<file path="config.mk">
export PLATFORM = sky130hd
export DESIGN_NAME = sbt_tap
export DESIGN_NICKNAME = d
export VERILOG_FILES = /design/src/sbt_tap.v /design/src/sbt_sync.v
export VERILOG_INCLUDE_DIRS = /design/src
export SDC_FILE = /design/constraint.sdc
export NUM_CORES = 1
export LEC_CHECK = 0
export ABC_AREA = 1
export BUFFER_PORTS_ARGS = -buffer_cell sky130_fd_sc_hd__buf_2
export CAP_MARGIN = 20
export CORE_AREA = 8 8 184 186
export CTS_CLUSTER_SIZE = 8
export DETAILED_ROUTE_END_ITERATION = 10
export DIE_AREA = 0 0 192 194
export PLACE_DENSITY = 0.75
export SETUP_SLACK_MARGIN = 0.05
export SYNTH_ARGS = -nofsm -noshare
export SYNTH_HDL_FRONTEND = slang
export SYNTH_HIERARCHICAL = 1
export SYNTH_SLANG_ARGS = --single-unit
</file>
<file path="constraint.sdc">
create_clock -name clk -period 4.4 [get_ports clk]
set_input_delay 0.44 -clock clk [delete_from_list [all_inputs] [get_ports clk]]
set_output_delay 0.44 -clock clk [all_outputs]
set_load 0.02 [all_outputs]
</file>
<file path="src/sbt_consts.vh">
// Constants shared by the boundary scan test port of the synchronous SRAM
// How it works
// - Sixteen-state test controller, forced to its reset state at power-up, no test reset pin.
// - Undriven mode-select and serial data inputs behave as logic one.
// - Scan logic never shifts memory contents; it only observes pads or floats outputs.
// - Instruction 3 bits, bypass 1 bit, identification 32 bits, boundary 123 bits.
// - Decode 000 EXTEST, 001 IDCODE, 010 float-sample, 100 SAMPLE; 011/110/111 BYPASS.
// - EXTEST floats data pins and captures all input pins into the boundary register.
// - Float-sample floats data pins and captures all input pins into the boundary register.
// - SAMPLE captures pin states without floating the data pins.
// - IDCODE shifts serial input in behind the identification value.
// - Bypass bit clears when invoked and holds the last shifted-in bit afterwards.
// - Identification: revision 31:28, configuration 27:18, vendor 17:12, maker 11:1, bit0 one.
// - Cells on unconnected or ground positions are don't-care; controller ignores them.
// - Serial output updates after the test clock falls, valid within 10 ns; the code takes two to three system clocks.
`ifndef SBT_CONSTS_VH
`define SBT_CONSTS_VH

// Register widths
`define SBT_IR_W            3
`define SBT_ID_W            32
`define SBT_BSR_W           123

// Instruction codes
`define SBT_INS_EXTEST      3'h0
`define SBT_INS_IDCODE      3'h1
`define SBT_INS_SAMPLEZ     3'h2
`define SBT_INS_BYPASS      3'h3
`define SBT_INS_SAMPLE      3'h4
`define SBT_INS_RESERVED    3'h5

// Value loaded into the instruction shifter on capture
`define SBT_IR_CAPTURE      3'h1

// Identification field positions
`define SBT_ID_REV_MSB      31
`define SBT_ID_REV_LSB      28
`define SBT_ID_CFG_MSB      27
`define SBT_ID_CFG_LSB      18
`define SBT_ID_VND_MSB      17
`define SBT_ID_VND_LSB      12
`define SBT_ID_MFR_MSB      11
`define SBT_ID_MFR_LSB      1

// Identification field values: arbitrary neutral values
`define SBT_ID_REV_VAL      4'h1
`define SBT_ID_CFG_VAL      10'h2A5
`define SBT_ID_VND_VAL      6'h15
`define SBT_ID_MFR_VAL      11'h3C3
`define SBT_ID_START_BIT    1'h1

// Consecutive high mode-select samples that always reach the reset state
`define SBT_TMS_RESET_CNT   3'h5

// Timing
`define SBT_CLK_NS          25
`define SBT_TDO_VALID_NS    10
`define SBT_TDO_VALID_CYC   (((`SBT_TDO_VALID_NS) / (`SBT_CLK_NS)) < 1 ? 1 : ((`SBT_TDO_VALID_NS) / (`SBT_CLK_NS)))

`endif

</file>
<file path="src/sbt_tap.v">
// Boundary scan test access port for the SRAM, sampled on the system clock
`timescale 1ns/1ps
`include "sbt_consts.vh"
module sbt_tap (
    input  wire                  clk,
    input  wire                  srst,
    input  wire                  tck,
    input  wire                  tms,
    input  wire                  tms_drv,
    input  wire                  tdi,
    input  wire                  tdi_drv,
    input  wire [`SBT_BSR_W-1:0] pad_in,
    output wire                  tdo,
    output wire                  tdo_oe_n,
    output wire                  dq_hiz,
    output wire                  tap_in_reset
);

    // Controller states
    localparam [3:0] ST_RESET    = 4'h0;
    localparam [3:0] ST_IDLE     = 4'h1;
    localparam [3:0] ST_SEL_DR   = 4'h2;
    localparam [3:0] ST_CAP_DR   = 4'h3;
    localparam [3:0] ST_SHIFT_DR = 4'h4;
    localparam [3:0] ST_EXIT1_DR = 4'h5;
    localparam [3:0] ST_PAUSE_DR = 4'h6;
    localparam [3:0] ST_EXIT2_DR = 4'h7;
    localparam [3:0] ST_UPD_DR   = 4'h8;
    localparam [3:0] ST_SEL_IR   = 4'h9;
    localparam [3:0] ST_CAP_IR   = 4'hA;
    localparam [3:0] ST_SHIFT_IR = 4'hB;
    localparam [3:0] ST_EXIT1_IR = 4'hC;
    localparam [3:0] ST_PAUSE_IR = 4'hD;
    localparam [3:0] ST_EXIT2_IR = 4'hE;
    localparam [3:0] ST_UPD_IR   = 4'hF;

    // Data register selection
    localparam [1:0] DR_BYPASS   = 2'h0;
    localparam [1:0] DR_ID       = 2'h1;
    localparam [1:0] DR_BSR      = 2'h2;

    localparam [`SBT_ID_W-1:0] ID_VALUE = {`SBT_ID_REV_VAL, `SBT_ID_CFG_VAL, `SBT_ID_VND_VAL,
                                           `SBT_ID_MFR_VAL, `SBT_ID_START_BIT};

    // Next controller state for a given sampled mode-select
    function [3:0] next_state;
        input [3:0] st;
        input       m;
        begin
            case (st)
                ST_RESET:    next_state = m ? ST_RESET    : ST_IDLE;
                ST_IDLE:     next_state = m ? ST_SEL_DR   : ST_IDLE;
                ST_SEL_DR:   next_state = m ? ST_SEL_IR   : ST_CAP_DR;
                ST_CAP_DR:   next_state = m ? ST_EXIT1_DR : ST_SHIFT_DR;
                ST_SHIFT_DR: next_state = m ? ST_EXIT1_DR : ST_SHIFT_DR;
                ST_EXIT1_DR: next_state = m ? ST_UPD_DR   : ST_PAUSE_DR;
                ST_PAUSE_DR: next_state = m ? ST_EXIT2_DR : ST_PAUSE_DR;
                ST_EXIT2_DR: next_state = m ? ST_UPD_DR   : ST_SHIFT_DR;
                ST_UPD_DR:   next_state = m ? ST_SEL_DR   : ST_IDLE;
                ST_SEL_IR:   next_state = m ? ST_RESET    : ST_CAP_IR;
                ST_CAP_IR:   next_state = m ? ST_EXIT1_IR : ST_SHIFT_IR;
                ST_SHIFT_IR: next_state = m ? ST_EXIT1_IR : ST_SHIFT_IR;
                ST_EXIT1_IR: next_state = m ? ST_UPD_IR   : ST_PAUSE_IR;
                ST_PAUSE_IR: next_state = m ? ST_EXIT2_IR : ST_PAUSE_IR;
                ST_EXIT2_IR: next_state = m ? ST_UPD_IR   : ST_SHIFT_IR;
                default:     next_state = m ? ST_SEL_DR   : ST_IDLE;
            endcase
        end
    endfunction

    // Which data register an instruction routes between serial input and output
    function [1:0] dr_select;
        input [`SBT_IR_W-1:0] ins;
        begin
            if (ins == `SBT_INS_EXTEST) begin
                dr_select = DR_BSR;
            end else if (ins == `SBT_INS_IDCODE) begin
                dr_select = DR_ID;
            end else if (ins == `SBT_INS_SAMPLEZ) begin
                dr_select = DR_BSR;
            end else if (ins == `SBT_INS_SAMPLE) begin
                dr_select = DR_BSR;
            end else begin
                // 011, 110, 111 and the reserved 101 all fall back to bypass
                dr_select = DR_BYPASS;
            end
        end
    endfunction

    // Instructions that float the data pins while they are active
    function floats_dq;
        input [`SBT_IR_W-1:0] ins;
        begin
            floats_dq = (ins == `SBT_INS_EXTEST) || (ins == `SBT_INS_SAMPLEZ);
        end
    endfunction

    // Pad inputs pass two flops before any logic looks at them
    wire [4:0]            ctl_s;
    wire [`SBT_BSR_W-1:0] pad_s;

    sbt_sync #(
        .WIDTH    (5)
    ) u_ctl_sync (
        .clk      (clk),
        .srst     (srst),
        .async_in ({tck, tms, tms_drv, tdi, tdi_drv}),
        .sync_out (ctl_s)
    );

    sbt_sync #(
        .WIDTH    (`SBT_BSR_W)
    ) u_pad_sync (
        .clk      (clk),
        .srst     (srst),
        .async_in (pad_in),
        .sync_out (pad_s)
    );

    wire tck_s     = ctl_s[4];
    wire tms_eff   = ctl_s[3] | ~ctl_s[2];
    wire tdi_eff   = ctl_s[1] | ~ctl_s[0];

    reg                   tck_prev_q;
    reg  [3:0]            state_q;
    reg  [3:0]            state_d;
    reg  [2:0]            ones_q;
    reg  [2:0]            ones_d;
    reg  [`SBT_IR_W-1:0]  ir_sh_q;
    reg  [`SBT_IR_W-1:0]  ir_sh_d;
    reg  [`SBT_IR_W-1:0]  ins_q;
    reg  [`SBT_IR_W-1:0]  ins_d;
    reg                   byp_q;
    reg                   byp_d;
    reg  [`SBT_ID_W-1:0]  id_sh_q;
    reg  [`SBT_ID_W-1:0]  id_sh_d;
    reg  [`SBT_BSR_W-1:0] bsr_q;
    reg  [`SBT_BSR_W-1:0] bsr_d;
    reg                   tdo_q;
    reg                   tdo_d;
    reg                   tdo_oe_n_q;
    reg                   tdo_oe_n_d;
    reg                   dq_hiz_q;

    wire tck_rise  = tck_s & ~tck_prev_q;
    wire tck_fall  = ~tck_s & tck_prev_q;
    wire [1:0] sel = dr_select(ins_q);

    always @(posedge clk) begin
        if (srst) begin
            tck_prev_q <= 1'b0;
        end else begin
            tck_prev_q <= tck_s;
        end
    end

    // Controller state, advanced only on a rising test clock
    always @* begin
        state_d = state_q;
        ones_d  = ones_q;
        if (tck_rise) begin
            state_d = next_state(state_q, tms_eff);
            if (!tms_eff) begin
                ones_d = 3'h0;
            end else if (ones_q != `SBT_TMS_RESET_CNT) begin
                ones_d = ones_q + 3'h1;
            end
            // Five highs in a row land in reset whatever the path taken
            if (tms_eff && (ones_q == (`SBT_TMS_RESET_CNT - 3'h1))) begin
                state_d = ST_RESET;
            end
        end
    end

    // Power-up reset puts the controller in its reset state, no test reset pin
    always @(posedge clk) begin
        if (srst) begin
            state_q <= ST_RESET;
            ones_q  <= 3'h0;
        end else begin
            state_q <= state_d;
            ones_q  <= ones_d;
        end
    end

    // Instruction shifter and active instruction
    always @* begin
        ir_sh_d = ir_sh_q;
        ins_d   = ins_q;
        if (tck_rise) begin
            case (state_q)
                ST_CAP_IR: begin
                    ir_sh_d = `SBT_IR_CAPTURE;
                end
                ST_SHIFT_IR: begin
                    ir_sh_d = {tdi_eff, ir_sh_q[`SBT_IR_W-1:1]};
                end
                ST_UPD_IR: begin
                    // Code 101 is not blocked; it simply acts as bypass
                    ins_d = ir_sh_q;
                end
                default: begin
                    ir_sh_d = ir_sh_q;
                end
            endcase
            // Load on the edge that enters reset, so the data pins stop floating one system clock later
            if (state_d == ST_RESET) begin
                ins_d = `SBT_INS_IDCODE;
            end
        end
    end

    always @(posedge clk) begin
        if (srst) begin
            ir_sh_q <= `SBT_IR_CAPTURE;
            ins_q   <= `SBT_INS_IDCODE;
        end else begin
            ir_sh_q <= ir_sh_d;
            ins_q   <= ins_d;
        end
    end

    // Data registers; the boundary register captures pad levels and shifts in serial data
    always @* begin
        byp_d   = byp_q;
        id_sh_d = id_sh_q;
        bsr_d   = bsr_q;
        if (tck_rise) begin
            case (state_q)
                ST_UPD_IR: begin
                    if (dr_select(ir_sh_q) == DR_BYPASS) begin
                        byp_d = 1'b0;
                    end
                end
                ST_CAP_DR: begin
                    if (sel == DR_BYPASS) begin
                        byp_d = 1'b0;
                    end else if (sel == DR_ID) begin
                        id_sh_d = ID_VALUE;
                    end else begin
                        // No-connect and ground cells capture whatever the pad shows
                        bsr_d = pad_s;
                    end
                end
                ST_SHIFT_DR: begin
                    if (sel == DR_BYPASS) begin
                        byp_d = tdi_eff;
                    end else if (sel == DR_ID) begin
                        id_sh_d = {tdi_eff, id_sh_q[`SBT_ID_W-1:1]};
                    end else begin
                        bsr_d = {tdi_eff, bsr_q[`SBT_BSR_W-1:1]};
                    end
                end
                default: begin
                    byp_d = byp_q;
                end
            endcase
        end
    end

    always @(posedge clk) begin
        if (srst) begin
            byp_q   <= 1'b0;
            id_sh_q <= ID_VALUE;
            bsr_q   <= {`SBT_BSR_W{1'b0}};
        end else begin
            byp_q   <= byp_d;
            id_sh_q <= id_sh_d;
            bsr_q   <= bsr_d;
        end
    end

    // Serial output moves only on a falling test clock, after the shifters settled
    always @* begin
        tdo_d      = tdo_q;
        tdo_oe_n_d = tdo_oe_n_q;
        if (tck_fall) begin
            if (state_q == ST_SHIFT_IR) begin
                tdo_d      = ir_sh_q[0];
                tdo_oe_n_d = 1'b0;
            end else if (state_q == ST_SHIFT_DR) begin
                if (sel == DR_BYPASS) begin
                    tdo_d = byp_q;
                end else if (sel == DR_ID) begin
                    tdo_d = id_sh_q[0];
                end else begin
                    tdo_d = bsr_q[0];
                end
                tdo_oe_n_d = 1'b0;
            end else begin
                tdo_oe_n_d = 1'b1;
            end
        end
        if (state_q == ST_RESET) begin
            tdo_oe_n_d = 1'b1;
        end
    end

    // The system clock lags the pin by the sync depth, so the output moves two to three clocks after the pin falls
    // and misses the 10 ns window whatever the test clock rate
    always @(posedge clk) begin
        if (srst) begin
            tdo_q      <= 1'b0;
            tdo_oe_n_q <= 1'b1;
            dq_hiz_q   <= 1'b0;
        end else begin
            tdo_q      <= tdo_d;
            tdo_oe_n_q <= tdo_oe_n_d;
            dq_hiz_q   <= floats_dq(ins_q);
        end
    end

    assign tdo          = tdo_q;
    assign tdo_oe_n     = tdo_oe_n_q;
    assign dq_hiz       = dq_hiz_q;
    assign tap_in_reset = (state_q == ST_RESET);

endmodule

</file>
<file path="src/sbt_sync.v">
// Two-flop synchroniser for pad-level inputs
`timescale 1ns/1ps
module sbt_sync #(
    parameter WIDTH = 1
) (
    input  wire             clk,
    input  wire             srst,
    input  wire [WIDTH-1:0] async_in,
    output wire [WIDTH-1:0] sync_out
);

    reg [WIDTH-1:0] meta_q;
    reg [WIDTH-1:0] stable_q;

    // Only the second stage reads the first one
    always @(posedge clk) begin
        if (srst) begin
            meta_q   <= {WIDTH{1'b0}};
            stable_q <= {WIDTH{1'b0}};
        end else begin
            meta_q   <= async_in;
            stable_q <= meta_q;
        end
    end

    assign sync_out = stable_q;

endmodule

</file>
Word-level counts from Yosys, hierarchy flattened. Cells that the tools add are included.

Flip-flop bits (word level): 429. Input port bits: 130. Word-level logic and storage cells: 129.

Add/sub/neg operators: 1. Eq/ne operators: 32. Muxes and demuxes: 50. Bitwise gates (word level): 8. Reduce and logical (&&, ||, !) cells: 23.

Operators with widths (count): 2-to-1 mux 123 bit (4); one-hot mux 123 bit (2 select lines) (1); 2-to-1 mux 32 bit (4); one-hot mux 32 bit (2 select lines) (1); one-hot mux 4 bit (11 select lines) (1); == test 4 bit (second input constant) (7); 2-to-1 mux 2 bit (13); 2-to-1 mux 4 bit (6); 2-to-1 mux 3 bit (6); == test 4 x 3 -> 1 bit (second input constant) (4); != test 2 bit (second input constant) (7); 2-to-1 mux 1 bit (12); AND reduction 6 bit (2); == test 3 bit (second input constant) (3); == test 4 x 2 -> 1 bit (second input constant) (2); zero test 4 bit (2); AND reduction 2 bit (4); nonzero test 2 bit (4); == test 3 x 1 -> 1 bit (second input constant) (2); == test 3 x 2 -> 1 bit (second input constant) (2); zero test 3 bit (2); != test 2 x 1 -> 1 bit (second input constant) (3); one-hot mux 3 bit (2 select lines) (1); OR reduction 2 bit (3); 12 further kinds (18).

Logic depth before layout (Yosys ltp). Gate-level depths: netlist of the first run.

Depth after elaboration: 10. Mapped depth: 17. Depth with buffers taken out: 16.

Hierarchy. Netlist of the first run, hierarchy kept.

Modules (own cells, without submodules): sbt_tap (instances 1, cells an instance 1008, area an instance 7822.5 um2, sequential area each 3463.3 um2); sbt_sync at u_pad_sync (instances 1, cells an instance 765, area an instance 7148.1 um2, sequential area each 4924.7 um2); sbt_sync at u_ctl_sync (instances 1, cells an instance 31, area an instance 286.5 um2, sequential area each 200.2 um2).

Worst setup path before layout of the first run. Ideal clock, no wire load.

Kind: flip-flop to flip-flop. From: register state_q[0]. To: register ins_q[0]. Data arrival time: 1.541 ns. Required time: 4.270 ns. Path slack: 2.729 ns. Cell stages (with the launch flop): 18. Path buffers: 1. Cell sequence: dfxtp_1 buf_4 nand2_1 inv_1 nand2_4 nand2_4 nor2_4 nand2_2 nand2_2 inv_1 nand2_2 nand2_1 nor2_2 nand3_2 nand2_4 nand2_1 nand2_1 nand3_1.

Word-level cells in the longest chain between the ends: 8.

Ends and longest elaborated chain: from (decl) (line sbt_tap.v:125) `reg [3:0] state_q;`; from (signal assigned) (line sbt_tap.v:181) `state_q <= state_d;`; == test 4 bit (tied with other cells) (line sbt_tap.v:50) `case (st)`; OR reduction 2 bit (no line); one-hot mux 4 bit (11 select lines) (line sbt_tap.v:50); 2-to-1 mux 4 bit (line sbt_tap.v:169) `` if (tms_eff && (ones_q == (`SBT_TMS_RESET_CNT - 3'h1))) begin ``; 2-to-1 mux 4 bit (line sbt_tap.v:161) `if (tck_rise) begin`; zero test 4 bit (line sbt_tap.v:207) `if (state_d == ST_RESET) begin`; nonzero test 2 bit (no line); AND reduction 2 bit (no line); to (signal assigned) (line sbt_tap.v:216) `` ins_q <= `SBT_INS_IDCODE; ``; to (signal assigned) (line sbt_tap.v:219) `ins_q <= ins_d;`; to (decl) (line sbt_tap.v:131) `` reg [`SBT_IR_W-1:0] ins_q; ``.

Parallel ways exist; a longest one is shown, timed or not. A chain may end at the register's enable or synchronous reset.

Worst setup path after layout of the first run.
From: register state_q[2]. To: register bsr_q[65].

Word-level cells in the longest chain between the ends: 3.

Ends and longest elaborated chain: == test 4 x 2 -> 1 bit or == test 4 x 3 -> 1 bit (tied branches) (line sbt_tap.v:229) `case (state_q)`; != test 2 bit (no line) or nonzero test 2 bit (tied branches); AND reduction 6 bit (no line); to (signal assigned) (line sbt_tap.v:265) `` bsr_q <= {`SBT_BSR_W{1'b0}}; ``; to (signal assigned) (line sbt_tap.v:269) `bsr_q <= bsr_d;`; to (decl) (line sbt_tap.v:137) `` reg [`SBT_BSR_W-1:0] bsr_q; ``.

Parallel ways exist; a longest one is shown, timed or not.

==> results.ini, run 1 <==
[setup_path]
crit_required_ns = 4.80
crit_type = flip-flop to flip-flop
cp_max_fo = 190
crit_arrival_ns = 3.08
end_kind = flip-flop
worst_setup_path_start_kind = flip-flop

[logic_synthesis]
ys_warn_count = 6
synthTopCellsByArea = dfxtp_1, a211oi_1, nor2_1
synth-main-ff-cell = dfxtp_1
ys_async_sr_fraction_pct = 0
yosys.area_share.simple_pct = 13.8
synthXorXnorAreaFrac_pct = 0
avgSynthCellArea_um2 = 8.46
synth_compound_area_share_pct = 14.6
syn_nets = 1937
synth_adder_area_share_pct = 0.312
synthCells = 1804
synth_top_area_cell = dfxtp_1
synth-seq-area-share_pct = 56.3
syn_area_um2 = 15300
synth_top_area_share_pct = 56.3
synth_top_family_by_area = buffers and inverters
yosys-top-cells-count = dfxtp_1, nor2_1, inv_1
yosys.cell_types.count = 30
synthMuxAreaShare_pct = 0
synth-seq-cells = 429
synth_most_common_cell = dfxtp_1
synth_edf_count = 0

[timing]
setup-tns-final_ns = 0
worst_slew_pin_slew_ns = 0.980
clock_skew_ns = 0.0136
hold_viol_final = 0
min_period_over_period_pct = 60.9
max_slew_margin_pct = 34.7
rsz0062_at_grt = false
drv_slew = 0
setup_violations = 0
finalCriticalPeriod_ns = 2.68
max_freq_ghz = 0.373

[placement]
routabilityCongestion = 0.799
port_buffers = 133
dpl.hpwl_mm = 16.3

[layout]
areaGrowthSynthToFinish_pct = 13.8
nets = 2030
utilization_pct = 55.9
drive_gt1_share_pct = 11.6
diodes = 0

[floorplanning]
std_cell_rows = 65
fp.dieH_um = 194
start_util_pct = 49.1
ioPinCount = 134
fp.dieW_um = 192
die-area_um2 = 37200
core_um2 = 31100

[grt]
grt_max_degree = 191
track_usage_pct = 14.0
overflow = 0
grt_pass1_wl_mm = 45.2
grt_pass1_vias = 10400
antenna_found_initial = 0

[power_and_ir_drop]
peakVddDrop_mv = 0.311
power.density_nw_per_um2 = 467
p_leak_nw = 7.43

[route]
routed-via-count = 10700
wl_mm = 26.5
dr.first_iter.drc_count = 612
vias_per_cell = 4.67
remaining_drc_errors = 0
postRouteAntennaNets = 0
wl_per_cell_um = 11.5
dr.pass1.iters = 4

[clock_tree]
cts_buffers = 59
path_clk_slew_ns = 0.05
cts-hold-fix-buffers = 0
cts.sinks = 429
cts_buffer_depth = 3
cts_resized = 0
cts_setup_buffers = 0
cts_max_level = 2
insertion_delay_ns = 0.56
cts-root-buf = clkbuf_16
cts_tree = done

[worst_hold_path]
hold_path_class = input port to flip-flop

[run_status]
run_status = completed

[job]
maxCapViolations = 0

-- cell type report --
cell class | instances | area [um^2]
Clock buffer | 61 | 1490
Clock inverter | 3 | 52.6
Inverter | 413 | 1550
Tap cell | 402 | 503
Timing Repair Buffer | 140 | 766
Multi-Input combinational cell | 854 | 4410
Sequential cell | 429 | 8590
Fill cell | 2827 | 13700
-- cells in the final DEF, fill, tap and decap left out, types with 3 or more instances in the layout --
master and count:
nor2_1 411, a21oi_2 3, o22ai_1 16, nand2_2 3, a211oi_1 247, nand2_4 3, ha_1 3, nand3_1 16
inv_2 3, buf_12 3, inv_1 410, a21oi_1 33, buf_2 132, buf_4 4, nor3_1 3, o21ai_0 9
clkbuf_16 59, dfxtp_1 429, nand2_1 93
-- where the power goes --
part	total, W	switching (W)	leakage [nW]	internal [W]
clock	0.00382	0.00147	0.759	0.00236
sequential	0.00404	0.0000322	3.51	0.00401
combinational	0.000240	0.000146	3.16	0.0000939
total	0.00811	0.00165	7.43	0.00646
-- kinds of logic after synthesis --
group / after synthesis
AO/OA/AOI/OAI: 313
adder cells (fa/ha/maj): 4
buffers and inverters: 521
flip-flops: 429
AND/OR/NAND/NOR: 537
-- flip-flops by register name, indices dropped and copies added, names as in the netlist --
name,count
bsr_q,123
u_pad_sync/meta_q,123
u_pad_sync/sync_out,123
id_sh_q,32
u_ctl_sync/meta_q,5
u_ctl_sync/sync_out,5
state_q,4
ins_q,3
ir_sh_q,3
ones_q,3
byp_q,1
dq_hiz,1
tck_prev_q,1
tdo,1
tdo_oe_n,1
-- per-layer routing --
metal	vias up	GRT usage (%)	wire (um)
met5	-	0	0
met4	0	4.92	454
met3	44	2.86	971
met2	157	24.2	12700
met1	4802	16.9	12300
li1	5737	-	-
-- path summary, 6_finish.rpt --
check | endpoint | cells after the start | from | slack [ns]
worst max-delay path | bsr_q[65] | 8 | state_q[2] | 1.72
worst min-delay path | u_pad_sync/meta_q[95] | 3 | pad_in[95] | 0.07
worst max register to register | bsr_q[65] | 8 | state_q[2] | 1.72
worst min register to register | u_pad_sync/sync_out[87] | 2 | u_pad_sync/meta_q[87] | 0.39
-- worst max-delay path: stages (launching register included) --
cell and delay (ns):
dfxtp_1 0.48, inv_2 0.10, nor2_4 0.19, nand2_8 0.24, a21oi_2 0.28, nand3_4 0.25
buf_12 0.31, a211oi_1 0.36, a211oi_1 0.07
-- metrics by stage --
stage          total power, W  hold slack (ns)  std cells  instance area [um^2]  worst slack [ns]
2_1_floorplan         0.00428            0.388       1804                 15300              2.73
3_3_place_gp          0.00435            0.391       2238                 15800              1.95
3_5_place_dp          0.00436            0.392       2238                 15800              1.87
4_1_cts               0.00822           0.0440       2302                 17400              1.81
5_1_grt               0.00841           0.0585       2302                 17400              1.57
6_report              0.00811           0.0714       2302                 17400              1.72
(Power assumes the default switching activity.)
==> run 2, diff against run 1 <==
PLACE_DENSITY = 0.78   (was 0.75)
clock period = 2.2 ns   (was 4.4 ns; I/O delays follow)
==> run 2 against run 1 <==
Non-clock buffer count up 133. Clock power increased by 100%. Cell count up 5.8%. Wire length up 12%. Worst setup slack worse by 1.5 ns. Register-to-register slack got worse by 1.5 ns. Critical endpoint is now bsr_q[40]. Largest cell class unchanged. Largest power group unchanged.
==> results.ini, run 2 (same netlist as run 1, synthesis figures left out) <==
[route]
dr.first_iter.drc_count = 651
routed-via-count = 11400
vias_per_cell = 4.70
wl_per_cell_um = 12.2
wl_met1_mm = 13.0
postRouteAntennaNets = 0
dr.pass1.iters = 5
remaining_drc_errors = 0
wl_met2_mm = 14.5
top_layer_used = met4
wl_mm = 29.7
met3_length_mm = 1.16

[layout]
nets = 2163
final_common_cell = dfxtp_1
postLayoutCellArea_um2 = 18700
drive_gt1_share_pct = 11.4
areaGrowthSynthToFinish_pct = 22.8
layout_common_cells = dfxtp_1, inv_1, nor2_1
fin_cells = 2435

[run_status]
run_status = completed

[placement]
place_area_um2 = 15900
port_buffers = 133
dp.cells = 2243
dpl.hpwl_mm = 16.5
routabilityCongestion = 0.847

[timing]
rsz0062_at_grt = true
clock_skew_ns = 0.0131
setup-tns-final_ns = 0
holdWs_ns = 0.195
max_freq_ghz = 0.499
setup_violations = 0
drv_slew = 0
max_slew_margin_pct = 37.7
hold_viol_final = 0
worst_slew_pin_slew_ns = 0.934
finalCriticalPeriod_ns = 2.01
min_period_over_period_pct = 91.2

[clock_tree]
path_clk_slew_ns = 0.05
cts_tree = done
cts_buffer_depth = 3
cts_max_level = 2
cts_buffers = 59
cts-root-buf = clkbuf_16
cts_setup_buffers = 0
cts.sinks = 429
insertion_delay_ns = 0.56

[grt]
track_usage_pct = 15.8
grt_max_degree = 214
grt_pass1_wl_mm = 50.9
grt_pass1_vias = 11300
antenna_found_initial = 1
overflow = 0

[floorplanning]
std_cell_rows = 65
core_um2 = 31100
ioPinCount = 134
start_util_pct = 49.1
fp.dieW_um = 192
die-area_um2 = 37200
fp.dieH_um = 194

[power_and_ir_drop]
power.density_nw_per_um2 = 882
peakVddDrop_mv = 0.583
p_leak_nw = 8.02

[setup_path]
crit_type = flip-flop to flip-flop
end_kind = flip-flop
crit_arrival_ns = 2.39
crit_required_ns = 2.58
worst_setup_path_start_kind = flip-flop
cp_max_fo = 131

[job]
maxCapViolations = 0

[worst_hold_path]
hold_path_class = input port to flip-flop

## run 2: routing by layer
| layer | global-route usage [%] | vias to the layer above |
|---|---|---|
| met5 | 0 | - |
| met4 | 6.96 | 0 |
| met3 | 3.13 | 77 |
| met2 | 26.6 | 234 |
| met1 | 19.2 | 5142 |
| li1 | - | 5993 |
## run 2: layout make-up
cell class	count	area [um^2]
fill	2555	12300
antenna	1	2.50
timing repair buffer	273	2120
multi-input combinational	854	4410
clock inverter	2	25.0
clock buffer	61	1530
sequential	429	8590
tap	402	503
inverter	413	1550
## run 2: worst paths after layout
check / slack, ns / depth (start not counted) / end / start
max reg2reg: 0.19 / 8 / bsr_q[40] / state_q[1]
min reg2reg: 0.39 / 2 / u_pad_sync/sync_out[25] / u_pad_sync/meta_q[25]
max: 0.19 / 8 / bsr_q[40] / state_q[1]
min: 0.19 / 3 / u_pad_sync/meta_q[5] / srst
## run 2: critical path, cell delays in order, from the launching register on
cell and delay (ns):
dfxtp_1 0.40, nand2_1 0.17, inv_1 0.13, nand2_4 0.08, a21oi_2 0.21, nand3_4 0.12, buf_12 0.23, a211oi_1 0.30
a211oi_1 0.09
## run 2: timing repair
action	4_1_cts	5_1_grt
endpoints found under the hold margin	128	0
setup endpoints to repair	0	96
gates resized for setup	0	5
hold buffers	128	0
## run 2: stage by stage
step	total power (W)	util [%]	worst slack, ns
2_1_floorplan	0.00856	-	0.529
3_3_place_gp	0.00870	51.1	0.239
3_5_place_dp	0.00872	51.1	0.220
4_1_cts	0.0167	60.3	0.185
5_1_grt	0.0171	60.3	0.0484
6_report	0.0165	60.3	0.194
## run 2: power by group
part           switching [W]  internal (W)
Clock                0.00296       0.00480
Sequential         0.0000656       0.00802
Combinational       0.000339      0.000339
